File: src/hw/framer_status_pkg.sv
// constants, types and register map of the framer alarm status register bank
package framer_status_pkg;

    // ****************************************************************
    // register map: word index, byte address is four times the index
    // ****************************************************************
    localparam int         ADR_W         = 8;
    localparam logic [5:0] IDX_IRQ_CTRL  = 6'h02;
    localparam logic [5:0] IDX_MAINT     = 6'h10;
    localparam logic [5:0] IDX_CNT_IRQ   = 6'h11;
    localparam logic [5:0] IDX_LINE_MODE = 6'h18;

    // ****************************************************************
    // reset values
    // ****************************************************************
    localparam logic [7:0] IRQ_CTRL_RST  = 8'h00;
    localparam logic [7:0] LINE_MODE_RST = 8'h00;
    localparam logic [7:0] MAINT_RST     = 8'h00;
    localparam logic [6:0] CNT_IRQ_RST   = 7'h00;

    // ****************************************************************
    // field positions
    // ****************************************************************
    localparam int MAINT_REFRAME  = 7;
    localparam int MAINT_FMT_LO   = 5;
    localparam int MAINT_IDLE     = 4;
    localparam int MAINT_YELLOW   = 3;
    localparam int MAINT_AIS      = 2;
    localparam int MAINT_OOF      = 1;
    localparam int MAINT_LOS      = 0;
    localparam int SHADOW_SRC_TOP = 4;
    localparam int IRQ_SHADOW     = 6;
    localparam int IRQ_W          = 7;
    localparam int CTRL_SHADOW_EN = 7;
    localparam int CTRL_CNT_EN_W  = 6;
    localparam int MODE_E3        = 0;

    // ****************************************************************
    // incoming format codes
    // ****************************************************************
    typedef enum logic [1:0] {
        FMT_M13     = 2'b00,
        FMT_CBIT    = 2'b01,
        FMT_SYNTRAN = 2'b10
    } fmt_e;

    // ****************************************************************
    // alarm timing and thresholds
    // ****************************************************************
    localparam int         LOS_CYCLES   = 175;
    localparam int         LOS_TOL      = 75;
    localparam int         DENS_DS3_PCT = 33;
    localparam int         DENS_E3_PCT  = 25;
    localparam int         LOS_CNT_W    = 8;
    localparam logic [7:0] LOS_LAST     = 8'(LOS_CYCLES - 1);
    localparam logic [7:0] DS3_ONES_MIN = 8'((LOS_CYCLES * DENS_DS3_PCT + 99) / 100);
    localparam logic [7:0] E3_ONES_MIN  = 8'((LOS_CYCLES * DENS_E3_PCT + 99) / 100);
    localparam logic [4:0] OOF_F_ERRS   = 5'h03;
    localparam int         OOF_F_WIN    = 16;
    localparam logic [1:0] OOF_M_ERRS   = 2'h2;
    localparam logic [2:0] OOF_FAS_LAST = 3'h3;
    localparam int         E3_AIS_ONES  = 1024;

    // ****************************************************************
    // state machines
    // ****************************************************************
    typedef enum logic {
        LOS_OK   = 1'b0,
        LOS_LOST = 1'b1
    } los_state_e;

    typedef enum logic {
        IN_FRAME = 1'b0,
        HUNT     = 1'b1
    } frame_state_e;

    // ****************************************************************
    // carriers
    // ****************************************************************
    typedef struct packed {
        logic f_stb;
        logic f_err;
        logic m_stb;
        logic m_err;
        logic x1;
        logic x2;
        logic aic;
        logic par_ok;
        logic c_all_zero;
        logic c_sf3_zero;
        logic pay_stb;
        logic pay_bit;
        logic pay_first;
        logic fas_stb;
        logic fas_err;
        logic a_stb;
        logic a_bit;
        logic dat_stb;
        logic dat_bit;
        logic sync_found;
    } frm_ev_s;

    typedef struct packed {
        logic lcv;
        logic febe;
        logic pth;
        logic ferr;
        logic dgr;
        logic par;
    } cnt_ev_s;

endpackage

File: src/hw/framer_alarm_status_regs.sv
// maintenance status and counter interrupt status registers of the framer receiver
`timescale 1ns/1ps

module framer_alarm_status_regs #(
    parameter int E3_AIS_ONES = framer_status_pkg::E3_AIS_ONES
) (
    input  wire logic                                 mclk,
    input  wire logic                                 rst,
    input  wire logic                                 cyc_i,
    input  wire logic                                 stb_i,
    input  wire logic                                 we_i,
    input  wire logic [framer_status_pkg::ADR_W-1:0]  adr_i,
    input  wire logic [3:0]                           sel_i,
    input  wire logic [31:0]                          dat_i,
    output logic      [31:0]                          dat_o,
    output logic                                      ack_o,
    input  wire logic                                 rx_raw,
    input  wire framer_status_pkg::frm_ev_s           frm,
    input  wire framer_status_pkg::cnt_ev_s           cnt_evt,
    output logic                                      counter_irq_pin_n,
    output logic                                      reframe_start
);

    // ****************************************************************
    // declarations
    // ****************************************************************
    logic                              raw_s1_q;
    logic                              raw_s2_q;
    framer_status_pkg::los_state_e     los_state_q;
    framer_status_pkg::frame_state_e   frame_state_q;
    logic [7:0]                        zrun_q;
    logic [7:0]                        win_q;
    logic [7:0]                        ones_q;
    logic [7:0]                        ones_min;
    logic [15:0]                       ferr_hist_q;
    logic [1:0]                        merr_hist_q;
    logic [2:0]                        fas_run_q;
    logic                              oof_q;
    logic                              oof_hit;
    logic                              yel_raw_q;
    logic [1:0]                        phase_q;
    logic [1:0]                        ph;
    logic                              idle_miss_q;
    logic                              ais_miss_q;
    logic                              idle_q;
    logic                              ais_ds3_q;
    logic [15:0]                       ones_run_q;
    logic [1:0]                        aic_hist_q;
    logic [1:0]                        fmt;
    logic                              e3;
    logic                              ais;
    logic                              los;
    logic [7:0]                        maint_d;
    logic [7:0]                        maint_q;
    logic [7:0]                        irq_ctrl_q;
    logic [7:0]                        mode_q;
    logic [framer_status_pkg::IRQ_W-1:0] irq_q;
    logic [framer_status_pkg::IRQ_W-1:0] irq_set;
    logic [framer_status_pkg::IRQ_W-1:0] irq_en;
    logic                              shadow_set;
    logic                              req;
    logic                              rd_clr;
    logic [5:0]                        idx;
    logic [7:0]                        rd_byte;
    logic [31:0]                       dat_q;
    logic                              ack_q;
    logic                              cnt_irq_n_q;
    logic                              reframe_start_q;

    function automatic logic [4:0] ones16(input logic [15:0] v);
        logic [4:0] n;
        n = 5'h00;
        for (int i = 0; i < 16; i++) begin
            n = n + 5'(v[i]);
        end
        return n;
    endfunction

    assign e3 = mode_q[framer_status_pkg::MODE_E3];

    // ****************************************************************
    // raw line synchroniser
    // ****************************************************************
    always_ff @(posedge mclk or posedge rst) begin
        if (rst) begin
            raw_s1_q <= 1'b0;
            raw_s2_q <= 1'b0;
        end else begin
            raw_s1_q <= rx_raw;
            raw_s2_q <= raw_s1_q;
        end
    end

    // ****************************************************************
    // loss of signal
    // ****************************************************************
    assign ones_min = e3 ? framer_status_pkg::E3_ONES_MIN : framer_status_pkg::DS3_ONES_MIN;
    assign los      = (los_state_q == framer_status_pkg::LOS_LOST);

    always_ff @(posedge mclk or posedge rst) begin
        if (rst) begin
            zrun_q <= 8'h00;
        end else if (raw_s2_q) begin
            zrun_q <= 8'h00;
        end else if (zrun_q != framer_status_pkg::LOS_LAST) begin
            zrun_q <= zrun_q + 8'h01;
        end
    end

    always_ff @(posedge mclk or posedge rst) begin
        if (rst) begin
            los_state_q <= framer_status_pkg::LOS_OK;
            win_q       <= 8'h00;
            ones_q      <= 8'h00;
        end else begin
            case (los_state_q)
                framer_status_pkg::LOS_OK: begin
                    win_q  <= 8'h00;
                    ones_q <= 8'h00;
                    if (zrun_q == framer_status_pkg::LOS_LAST && !raw_s2_q) begin
                        los_state_q <= framer_status_pkg::LOS_LOST;
                    end
                end
                default: begin
                    if (win_q == framer_status_pkg::LOS_LAST) begin
                        win_q  <= 8'h00;
                        ones_q <= 8'h00;
                        if (ones_q + 8'(raw_s2_q) >= ones_min) begin
                            los_state_q <= framer_status_pkg::LOS_OK;
                        end
                    end else begin
                        win_q  <= win_q + 8'h01;
                        ones_q <= ones_q + 8'(raw_s2_q);
                    end
                end
            endcase
        end
    end

    // ****************************************************************
    // out of frame and reframe
    // ****************************************************************
    always_comb begin
        oof_hit = 1'b0;
        if (frame_state_q == framer_status_pkg::IN_FRAME) begin
            if (!e3) begin
                if (frm.f_stb && ones16({ferr_hist_q[14:0], frm.f_err})
                        >= framer_status_pkg::OOF_F_ERRS) begin
                    oof_hit = 1'b1;
                end
                if (frm.m_stb && (2'(merr_hist_q[0]) + 2'(merr_hist_q[1]) + 2'(frm.m_err))
                        >= framer_status_pkg::OOF_M_ERRS) begin
                    oof_hit = 1'b1;
                end
            end else if (frm.fas_stb && frm.fas_err
                    && fas_run_q == framer_status_pkg::OOF_FAS_LAST) begin
                oof_hit = 1'b1;
            end
        end
    end

    always_ff @(posedge mclk or posedge rst) begin
        if (rst) begin
            ferr_hist_q <= 16'h0000;
            merr_hist_q <= 2'h0;
            fas_run_q   <= 3'h0;
        end else if (frm.sync_found || oof_hit) begin
            ferr_hist_q <= 16'h0000;
            merr_hist_q <= 2'h0;
            fas_run_q   <= 3'h0;
        end else begin
            if (frm.f_stb) begin
                ferr_hist_q <= {ferr_hist_q[14:0], frm.f_err};
            end
            if (frm.m_stb) begin
                merr_hist_q <= {merr_hist_q[0], frm.m_err};
            end
            if (frm.fas_stb) begin
                fas_run_q <= frm.fas_err ? fas_run_q + 3'h1 : 3'h0;
            end
        end
    end

    always_ff @(posedge mclk or posedge rst) begin
        if (rst) begin
            frame_state_q   <= framer_status_pkg::HUNT;
            oof_q           <= 1'b0;
            reframe_start_q <= 1'b0;
        end else begin
            reframe_start_q <= oof_hit;
            case (frame_state_q)
                framer_status_pkg::IN_FRAME: begin
                    if (oof_hit) begin
                        frame_state_q <= framer_status_pkg::HUNT;
                        oof_q         <= 1'b1;
                    end
                end
                default: begin
                    if (frm.sync_found) begin
                        frame_state_q <= framer_status_pkg::IN_FRAME;
                        oof_q         <= 1'b0;
                    end
                end
            endcase
        end
    end

    // ****************************************************************
    // payload pattern, idle, AIS, yellow, format
    // ****************************************************************
    assign ph = frm.pay_first ? 2'h0 : phase_q;

    always_ff @(posedge mclk or posedge rst) begin
        if (rst) begin
            phase_q     <= 2'h0;
            idle_miss_q <= 1'b0;
            ais_miss_q  <= 1'b0;
        end else begin
            if (frm.pay_stb) begin
                phase_q <= ph + 2'h1;
            end
            if (frm.m_stb) begin
                idle_miss_q <= 1'b0;
                ais_miss_q  <= 1'b0;
            end else if (frm.pay_stb) begin
                idle_miss_q <= idle_miss_q | (frm.pay_bit != ~ph[1]);
                ais_miss_q  <= ais_miss_q | (frm.pay_bit != ~ph[0]);
            end
        end
    end

    always_ff @(posedge mclk or posedge rst) begin
        if (rst) begin
            idle_q     <= 1'b0;
            ais_ds3_q  <= 1'b0;
            yel_raw_q  <= 1'b0;
            aic_hist_q <= 2'h0;
        end else if (e3) begin
            idle_q    <= 1'b0;
            ais_ds3_q <= 1'b0;
            if (frm.a_stb) begin
                yel_raw_q <= frm.a_bit;
            end
        end else if (frm.m_stb) begin
            idle_q     <= (frame_state_q == framer_status_pkg::IN_FRAME) && frm.par_ok
                          && frm.c_sf3_zero && (frm.x1 == frm.x2) && !idle_miss_q;
            ais_ds3_q  <= (frame_state_q == framer_status_pkg::IN_FRAME) && frm.par_ok
                          && frm.c_all_zero && (frm.x1 == frm.x2) && !ais_miss_q;
            yel_raw_q  <= !frm.x1 && !frm.x2;
            aic_hist_q <= {aic_hist_q[0], frm.aic};
        end
    end

    always_ff @(posedge mclk or posedge rst) begin
        if (rst) begin
            ones_run_q <= 16'h0000;
        end else if (frm.dat_stb) begin
            if (!frm.dat_bit) begin
                ones_run_q <= 16'h0000;
            end else if (ones_run_q != 16'(E3_AIS_ONES)) begin
                ones_run_q <= ones_run_q + 16'h0001;
            end
        end
    end

    always_comb begin
        if (e3) begin
            fmt = framer_status_pkg::FMT_M13;
        end else if (aic_hist_q == 2'h3) begin
            fmt = framer_status_pkg::FMT_CBIT;
        end else if (aic_hist_q == 2'h0) begin
            fmt = framer_status_pkg::FMT_SYNTRAN;
        end else begin
            fmt = framer_status_pkg::FMT_M13;
        end
    end

    assign ais = e3 ? (ones_run_q == 16'(E3_AIS_ONES)) : ais_ds3_q;

    always_comb begin
        maint_d = framer_status_pkg::MAINT_RST;
        maint_d[framer_status_pkg::MAINT_REFRAME] =
            (frame_state_q == framer_status_pkg::HUNT);
        maint_d[framer_status_pkg::MAINT_FMT_LO+:2] = fmt;
        maint_d[framer_status_pkg::MAINT_IDLE]      = idle_q;
        maint_d[framer_status_pkg::MAINT_YELLOW]    = yel_raw_q && !los && !oof_q && !ais;
        maint_d[framer_status_pkg::MAINT_AIS]       = ais;
        maint_d[framer_status_pkg::MAINT_OOF]       = oof_q;
        maint_d[framer_status_pkg::MAINT_LOS]       = los;
    end

    always_ff @(posedge mclk or posedge rst) begin
        if (rst) begin
            maint_q <= framer_status_pkg::MAINT_RST;
        end else begin
            maint_q <= maint_d;
        end
    end

    // ****************************************************************
    // counter interrupt status
    // ****************************************************************
    assign shadow_set = |(maint_d[framer_status_pkg::SHADOW_SRC_TOP:0]
                        & ~maint_q[framer_status_pkg::SHADOW_SRC_TOP:0]);
    assign irq_set    = {shadow_set, cnt_evt};
    assign irq_en     = {irq_ctrl_q[framer_status_pkg::CTRL_SHADOW_EN],
                         irq_ctrl_q[framer_status_pkg::CTRL_CNT_EN_W-1:0]};

    generate
        for (genvar i = 0; i < framer_status_pkg::IRQ_W; i++) begin : g_irq
            always_ff @(posedge mclk or posedge rst) begin
                if (rst) begin
                    irq_q[i] <= framer_status_pkg::CNT_IRQ_RST[i];
                end else if (irq_set[i]) begin
                    irq_q[i] <= 1'b1;
                end else if (rd_clr) begin
                    irq_q[i] <= 1'b0;
                end
            end
        end
    endgenerate

    always_ff @(posedge mclk or posedge rst) begin
        if (rst) begin
            cnt_irq_n_q <= 1'b1;
        end else begin
            cnt_irq_n_q <= ~|(irq_q & irq_en);
        end
    end

    // ****************************************************************
    // wishbone slave
    // ****************************************************************
    assign req    = cyc_i && stb_i && !ack_q;
    assign idx    = adr_i[7:2];
    assign rd_clr = req && !we_i && (idx == framer_status_pkg::IDX_CNT_IRQ);

    always_comb begin
        if (idx == framer_status_pkg::IDX_MAINT) begin
            rd_byte = maint_q;
        end else if (idx == framer_status_pkg::IDX_CNT_IRQ) begin
            rd_byte = {1'b0, irq_q};
        end else if (idx == framer_status_pkg::IDX_IRQ_CTRL) begin
            rd_byte = irq_ctrl_q;
        end else if (idx == framer_status_pkg::IDX_LINE_MODE) begin
            rd_byte = mode_q;
        end else begin
            rd_byte = 8'h00;
        end
    end

    always_ff @(posedge mclk or posedge rst) begin
        if (rst) begin
            ack_q <= 1'b0;
            dat_q <= 32'h0000_0000;
        end else begin
            ack_q <= req;
            if (req) begin
                dat_q <= we_i ? 32'h0000_0000 : {24'h00_0000, rd_byte};
            end
        end
    end

    always_ff @(posedge mclk or posedge rst) begin
        if (rst) begin
            irq_ctrl_q <= framer_status_pkg::IRQ_CTRL_RST;
            mode_q     <= framer_status_pkg::LINE_MODE_RST;
        end else if (cyc_i && stb_i && ack_q && we_i && sel_i[0]) begin
            if (idx == framer_status_pkg::IDX_IRQ_CTRL) begin
                irq_ctrl_q <= dat_i[7:0];
            end else if (idx == framer_status_pkg::IDX_LINE_MODE) begin
                mode_q <= dat_i[7:0];
            end
        end
    end

    assign dat_o             = dat_q;
    assign ack_o             = ack_q;
    assign counter_irq_pin_n = cnt_irq_n_q;
    assign reframe_start     = reframe_start_q;

endmodule

File: config.mk
export PLATFORM = sky130hd
export DESIGN_NAME = framer_alarm_status_regs
export DESIGN_NICKNAME = d
export VERILOG_FILES = /design/src/hw/framer_status_pkg.sv /design/src/hw/framer_alarm_status_regs.sv
export SDC_FILE = /design/constraint.sdc
export NUM_CORES = 1
export LEC_CHECK = 0
export BUFFER_PORTS_ARGS = -buffer_cell sky130_fd_sc_hd__clkbuf_2
export CORE_UTILIZATION = 35
export DETAILED_ROUTE_END_ITERATION = 12
export GPL_TIMING_DRIVEN = 0
export PLACE_DENSITY = 0.56
export SLEW_MARGIN = 20
export SYNTH_ARGS = -nofsm -noshare
export SYNTH_HDL_FRONTEND = slang
export SYNTH_SLANG_ARGS = --single-unit
File: constraint.sdc
create_clock -name mclk -period 5.4 [get_ports mclk]
set_clock_uncertainty 0.2 [all_clocks]
set_input_delay 0.81 -clock mclk [delete_from_list [all_inputs] [get_ports mclk]]
set_output_delay 0.81 -clock mclk [all_outputs]
set_load 0.02 [all_outputs]
==> results_dict.tcl <==
set metrics [dict create \
    outcome "finished, final reports clean" \
    cts_root_buffer "sky130_fd_sc_hd__clkbuf_16" \
    cts_buffer_depth 2 \
    clock_tree_from_tritoncts "done" \
    post_cts_buffers 0 \
    timing.critical_path.to_type "register" \
    gp_congestion 0.788 \
    final_cell_count_no_fill 879 \
    synth_simple_gate_area_share_pct 15.1 \
    globalRouteTotalUtil_pct 14.8 \
    grt.overflow.total 0 \
    arrival_ns 4.81 \
    via_per_inst 4.76 \
    most-common-layout-cells "sky130_fd_sc_hd__dfrtp_1, sky130_fd_sc_hd__clkbuf_2, sky130_fd_sc_hd__nor2_1" \
    wirelength_met1_um 5430 \
    synth-async-reset-ratio_pct 100 \
    crit_path_max_fanout 10 \
    synth.area.mux_share_pct 8.08 \
    grt_max_degree 67 \
    num_vias 4183 \
    worst_hold_path_type "register to register" \
    antenna_found_initial 0 \
    design.portCount 111 \
    worstSkewPairLatency_ns 0.41 \
    syn-cell-area_um2 5870 \
    routed_wire_length_per_instance_um 13.3 \
    syn_avg_cell_area_um2 10.6 \
    synth_flop_cell "sky130_fd_sc_hd__dfrtp_1" \
    areaGrowthSynthToFinish_pct 21.6 \
    period_utilisation_layout_pct 88.0 \
    drc_errors 0 \
    drtIter0Drc 181 \
    core.rowCount 46 \
    detailedPlacementHpwl_um 8680 \
    drt_first_pass_iters 4 \
    timing.fmax_ghz 0.211 \
    totalWireLength_um 11700 \
    detail_route_met2_wl_um 5530 \
    synth_edf_count 0 \
    clock_sinks 116 \
    critical_path_required_ns 5.46 \
    synth_cell_types 56 \
    num-nets-final 756 \
    power.density_cell_area_nw_per_um2 315 \
    synth_adder_area_share_pct 7.67 \
    sort_of_element_at_the_start_of_the_critical_path "primary input" \
    unrepaired_setup_endpoints_after_global_routing "false" \
    post_synth_xor_area_fraction_pct 4.47 \
    total_leakage_power_nw 3.47 \
    finalSetupViolCount 0 \
    max-vdd-ir-drop_v 0.000245 \
    yosys_warnings 0 \
    cts-buffers-inserted 17 \
    cts.reportedPaths.clkPinSlew_ns 0.05 \
    slew-limit-headroom_pct 41.7 \
    top_signal_layer_used "met4" \
    max_cap_violations 0 \
    dieHeight_um 132 \
    placed_cells_incl_taps 847 \
    fin_crit_ns 4.75 \
    effective_utilization_at_floorplan_pct 36.4 \
    post_cts_hold_buffer_count 0 \
    crit_type "primary input to register" \
    drive_gt1_share_pct 21.6 \
    tightestPinTransition_ns 0.867 \
    met3_wirelength_um 607 \
    main_combinational_cell_family_by_area_after_synthesis "simple AND/OR/NAND/NOR gates" \
    final_cell_utilization_of_the_core_pct 44.3 \
    insertedDiodeCount 0 \
    floorplan.die.width_um 132 \
    final_max_slew_viol_count 0 \
    hold_violations 0 \
    first_pass_grt_wire_length_um 20300 \
    antenna_violating_nets_post_route 0 \
    via_count_of_the_first_global_routing_pass 4174 \
    die_area_um2 17300 \
    ys_seq_elements 116 \
    place.port_buffers 55 \
    post_cts.resized_instances 0 \
    layout.cells.most_common "sky130_fd_sc_hd__dfrtp_1" \
    synth_compound_area_share_pct 8.16 \
    placeableCoreArea_um2 16100 \
    cts_max_level 4 \
    synth_sequential_area_ratio_pct 49.5 \
    netlist_instances 552 \
]
-- metrics by stage --
| step | power (mW) | hold slack (ns) | setup WS, ns | TNS [ns] | instance area [um2] |
|---|---|---|---|---|---|
| finish | 2.25 | 0.152 | 0.650 | 0 | 7140 |
| global route | 2.34 | 0.160 | 0.373 | 0 | 7140 |
| CTS | 2.28 | 0.156 | 0.594 | 0 | 7140 |
| detailed placement | 1.14 | 0.144 | 0.196 | 0 | 6540 |
| global placement | 1.13 | 0.142 | -0.0180 | -1.37 | 6500 |
| floorplan | 1.08 | 0.131 | 0.676 | 0 | 5960 |
-- synth_stat cells (6+ instances only) --
cell type                    n  area share (%)
sky130_fd_sc_hd__a21o_1      9             1.2
sky130_fd_sc_hd__a21oi_1    13             1.1
sky130_fd_sc_hd__a221oi_1    7             1.0
sky130_fd_sc_hd__and3_1      6            0.64
sky130_fd_sc_hd__buf_4      24             3.1
sky130_fd_sc_hd__clkbuf_1    8            0.51
sky130_fd_sc_hd__dfrtp_1   114              49
sky130_fd_sc_hd__fa_1       10             3.4
sky130_fd_sc_hd__ha_1       20             4.3
sky130_fd_sc_hd__inv_1      46             2.9
sky130_fd_sc_hd__mux2_2     19             3.6
sky130_fd_sc_hd__mux2i_1    26             4.4
sky130_fd_sc_hd__nand2_1    39             2.5
sky130_fd_sc_hd__nand3_1    12             1.0
sky130_fd_sc_hd__nand4_1     9            0.96
sky130_fd_sc_hd__nor2_1     47             3.0
sky130_fd_sc_hd__nor2b_1     8            0.85
sky130_fd_sc_hd__nor3_1     27             2.3
sky130_fd_sc_hd__o21ai_0    17             1.4
sky130_fd_sc_hd__xnor2_1    11             1.6
sky130_fd_sc_hd__xor2_1     19             2.8
-- kinds of logic (layout without fill, tap and decap cells) --
family          count (synthesis)  in the layout
buf+inv                        84            172
xor+xnor                       30             30
flops                         116            116
compound gates                 71             71
simple gates                  175            175
fa+ha+maj                      30             30
other cells                     1             24
mux                            45             45
-- power by group --
part / leakage (nW) / internal, mW / total [mW] / switching [mW]
sequential: 1.54 / 0.911 / 0.946 / 0.0347
combinational: 1.63 / 0.0770 / 0.179 / 0.102
clock: 0.294 / 0.745 / 1.12 / 0.376
-- state kept, by name, indices dropped and copies added, names as in the netlist, 2 cells and up --
name         cells
aic_hist_q       2
dat_o            8
fas_run_q        3
ferr_hist_q     15
irq_ctrl_q       8
irq_q            7
maint_q          8
merr_hist_q      2
mode_q           8
ones_q           8
ones_run_q      16
phase_q          2
win_q            8
zrun_q           8
-- path summary, 6_finish.rpt --
check	to	start	slack, ns	cells past startpoint
max	merr_hist_q[1]	frm[18]	0.65	15
min in group asynchronous	mode_q[7]	rst	0.24	2
max in group asynchronous	frame_state_q	rst	4.04	3
max reg2reg	merr_hist_q[1]	ferr_hist_q[0]	0.80	14
min reg2reg	raw_s2_q	raw_s1_q	0.15	0
min	raw_s2_q	raw_s1_q	0.15	0
-- layout make-up --
| cell class | count | area (um2) |
|---|---|---|
| repair buffers | 56 | 303 |
| clock buffers | 22 | 464 |
| multi-input cells | 375 | 2650 |
| clock inverters | 10 | 131 |
| fillers | 1581 | 8980 |
| well taps | 216 | 270 |
| plain buffers | 38 | 236 |
| flip-flops and latches | 116 | 2910 |
| inverters | 46 | 178 |
-- per-layer routing --
layer  vias up  track usage (%)
li1       2045                -
met1      2024             18.9
met2       103             23.9
met3        11             4.82
met4         0             4.26
met5         -                0
-- critical path, cell delays in order --
cell and delay, ns:
sky130_fd_sc_hd__clkbuf_2 0.09, sky130_fd_sc_hd__inv_1 0.06, sky130_fd_sc_hd__fa_1 0.56, sky130_fd_sc_hd__fa_1 0.44
sky130_fd_sc_hd__fa_1 0.51, sky130_fd_sc_hd__fa_1 0.49, sky130_fd_sc_hd__inv_1 0.04, sky130_fd_sc_hd__ha_1 0.19
sky130_fd_sc_hd__fa_1 0.49, sky130_fd_sc_hd__a211oi_1 0.06, sky130_fd_sc_hd__o21ai_0 0.07, sky130_fd_sc_hd__o211ai_1 0.13
sky130_fd_sc_hd__a21oi_1 0.34, sky130_fd_sc_hd__clkbuf_1 0.41, sky130_fd_sc_hd__nor3_1 0.11
No activity file was read; power rests on OpenSTA's default activity.
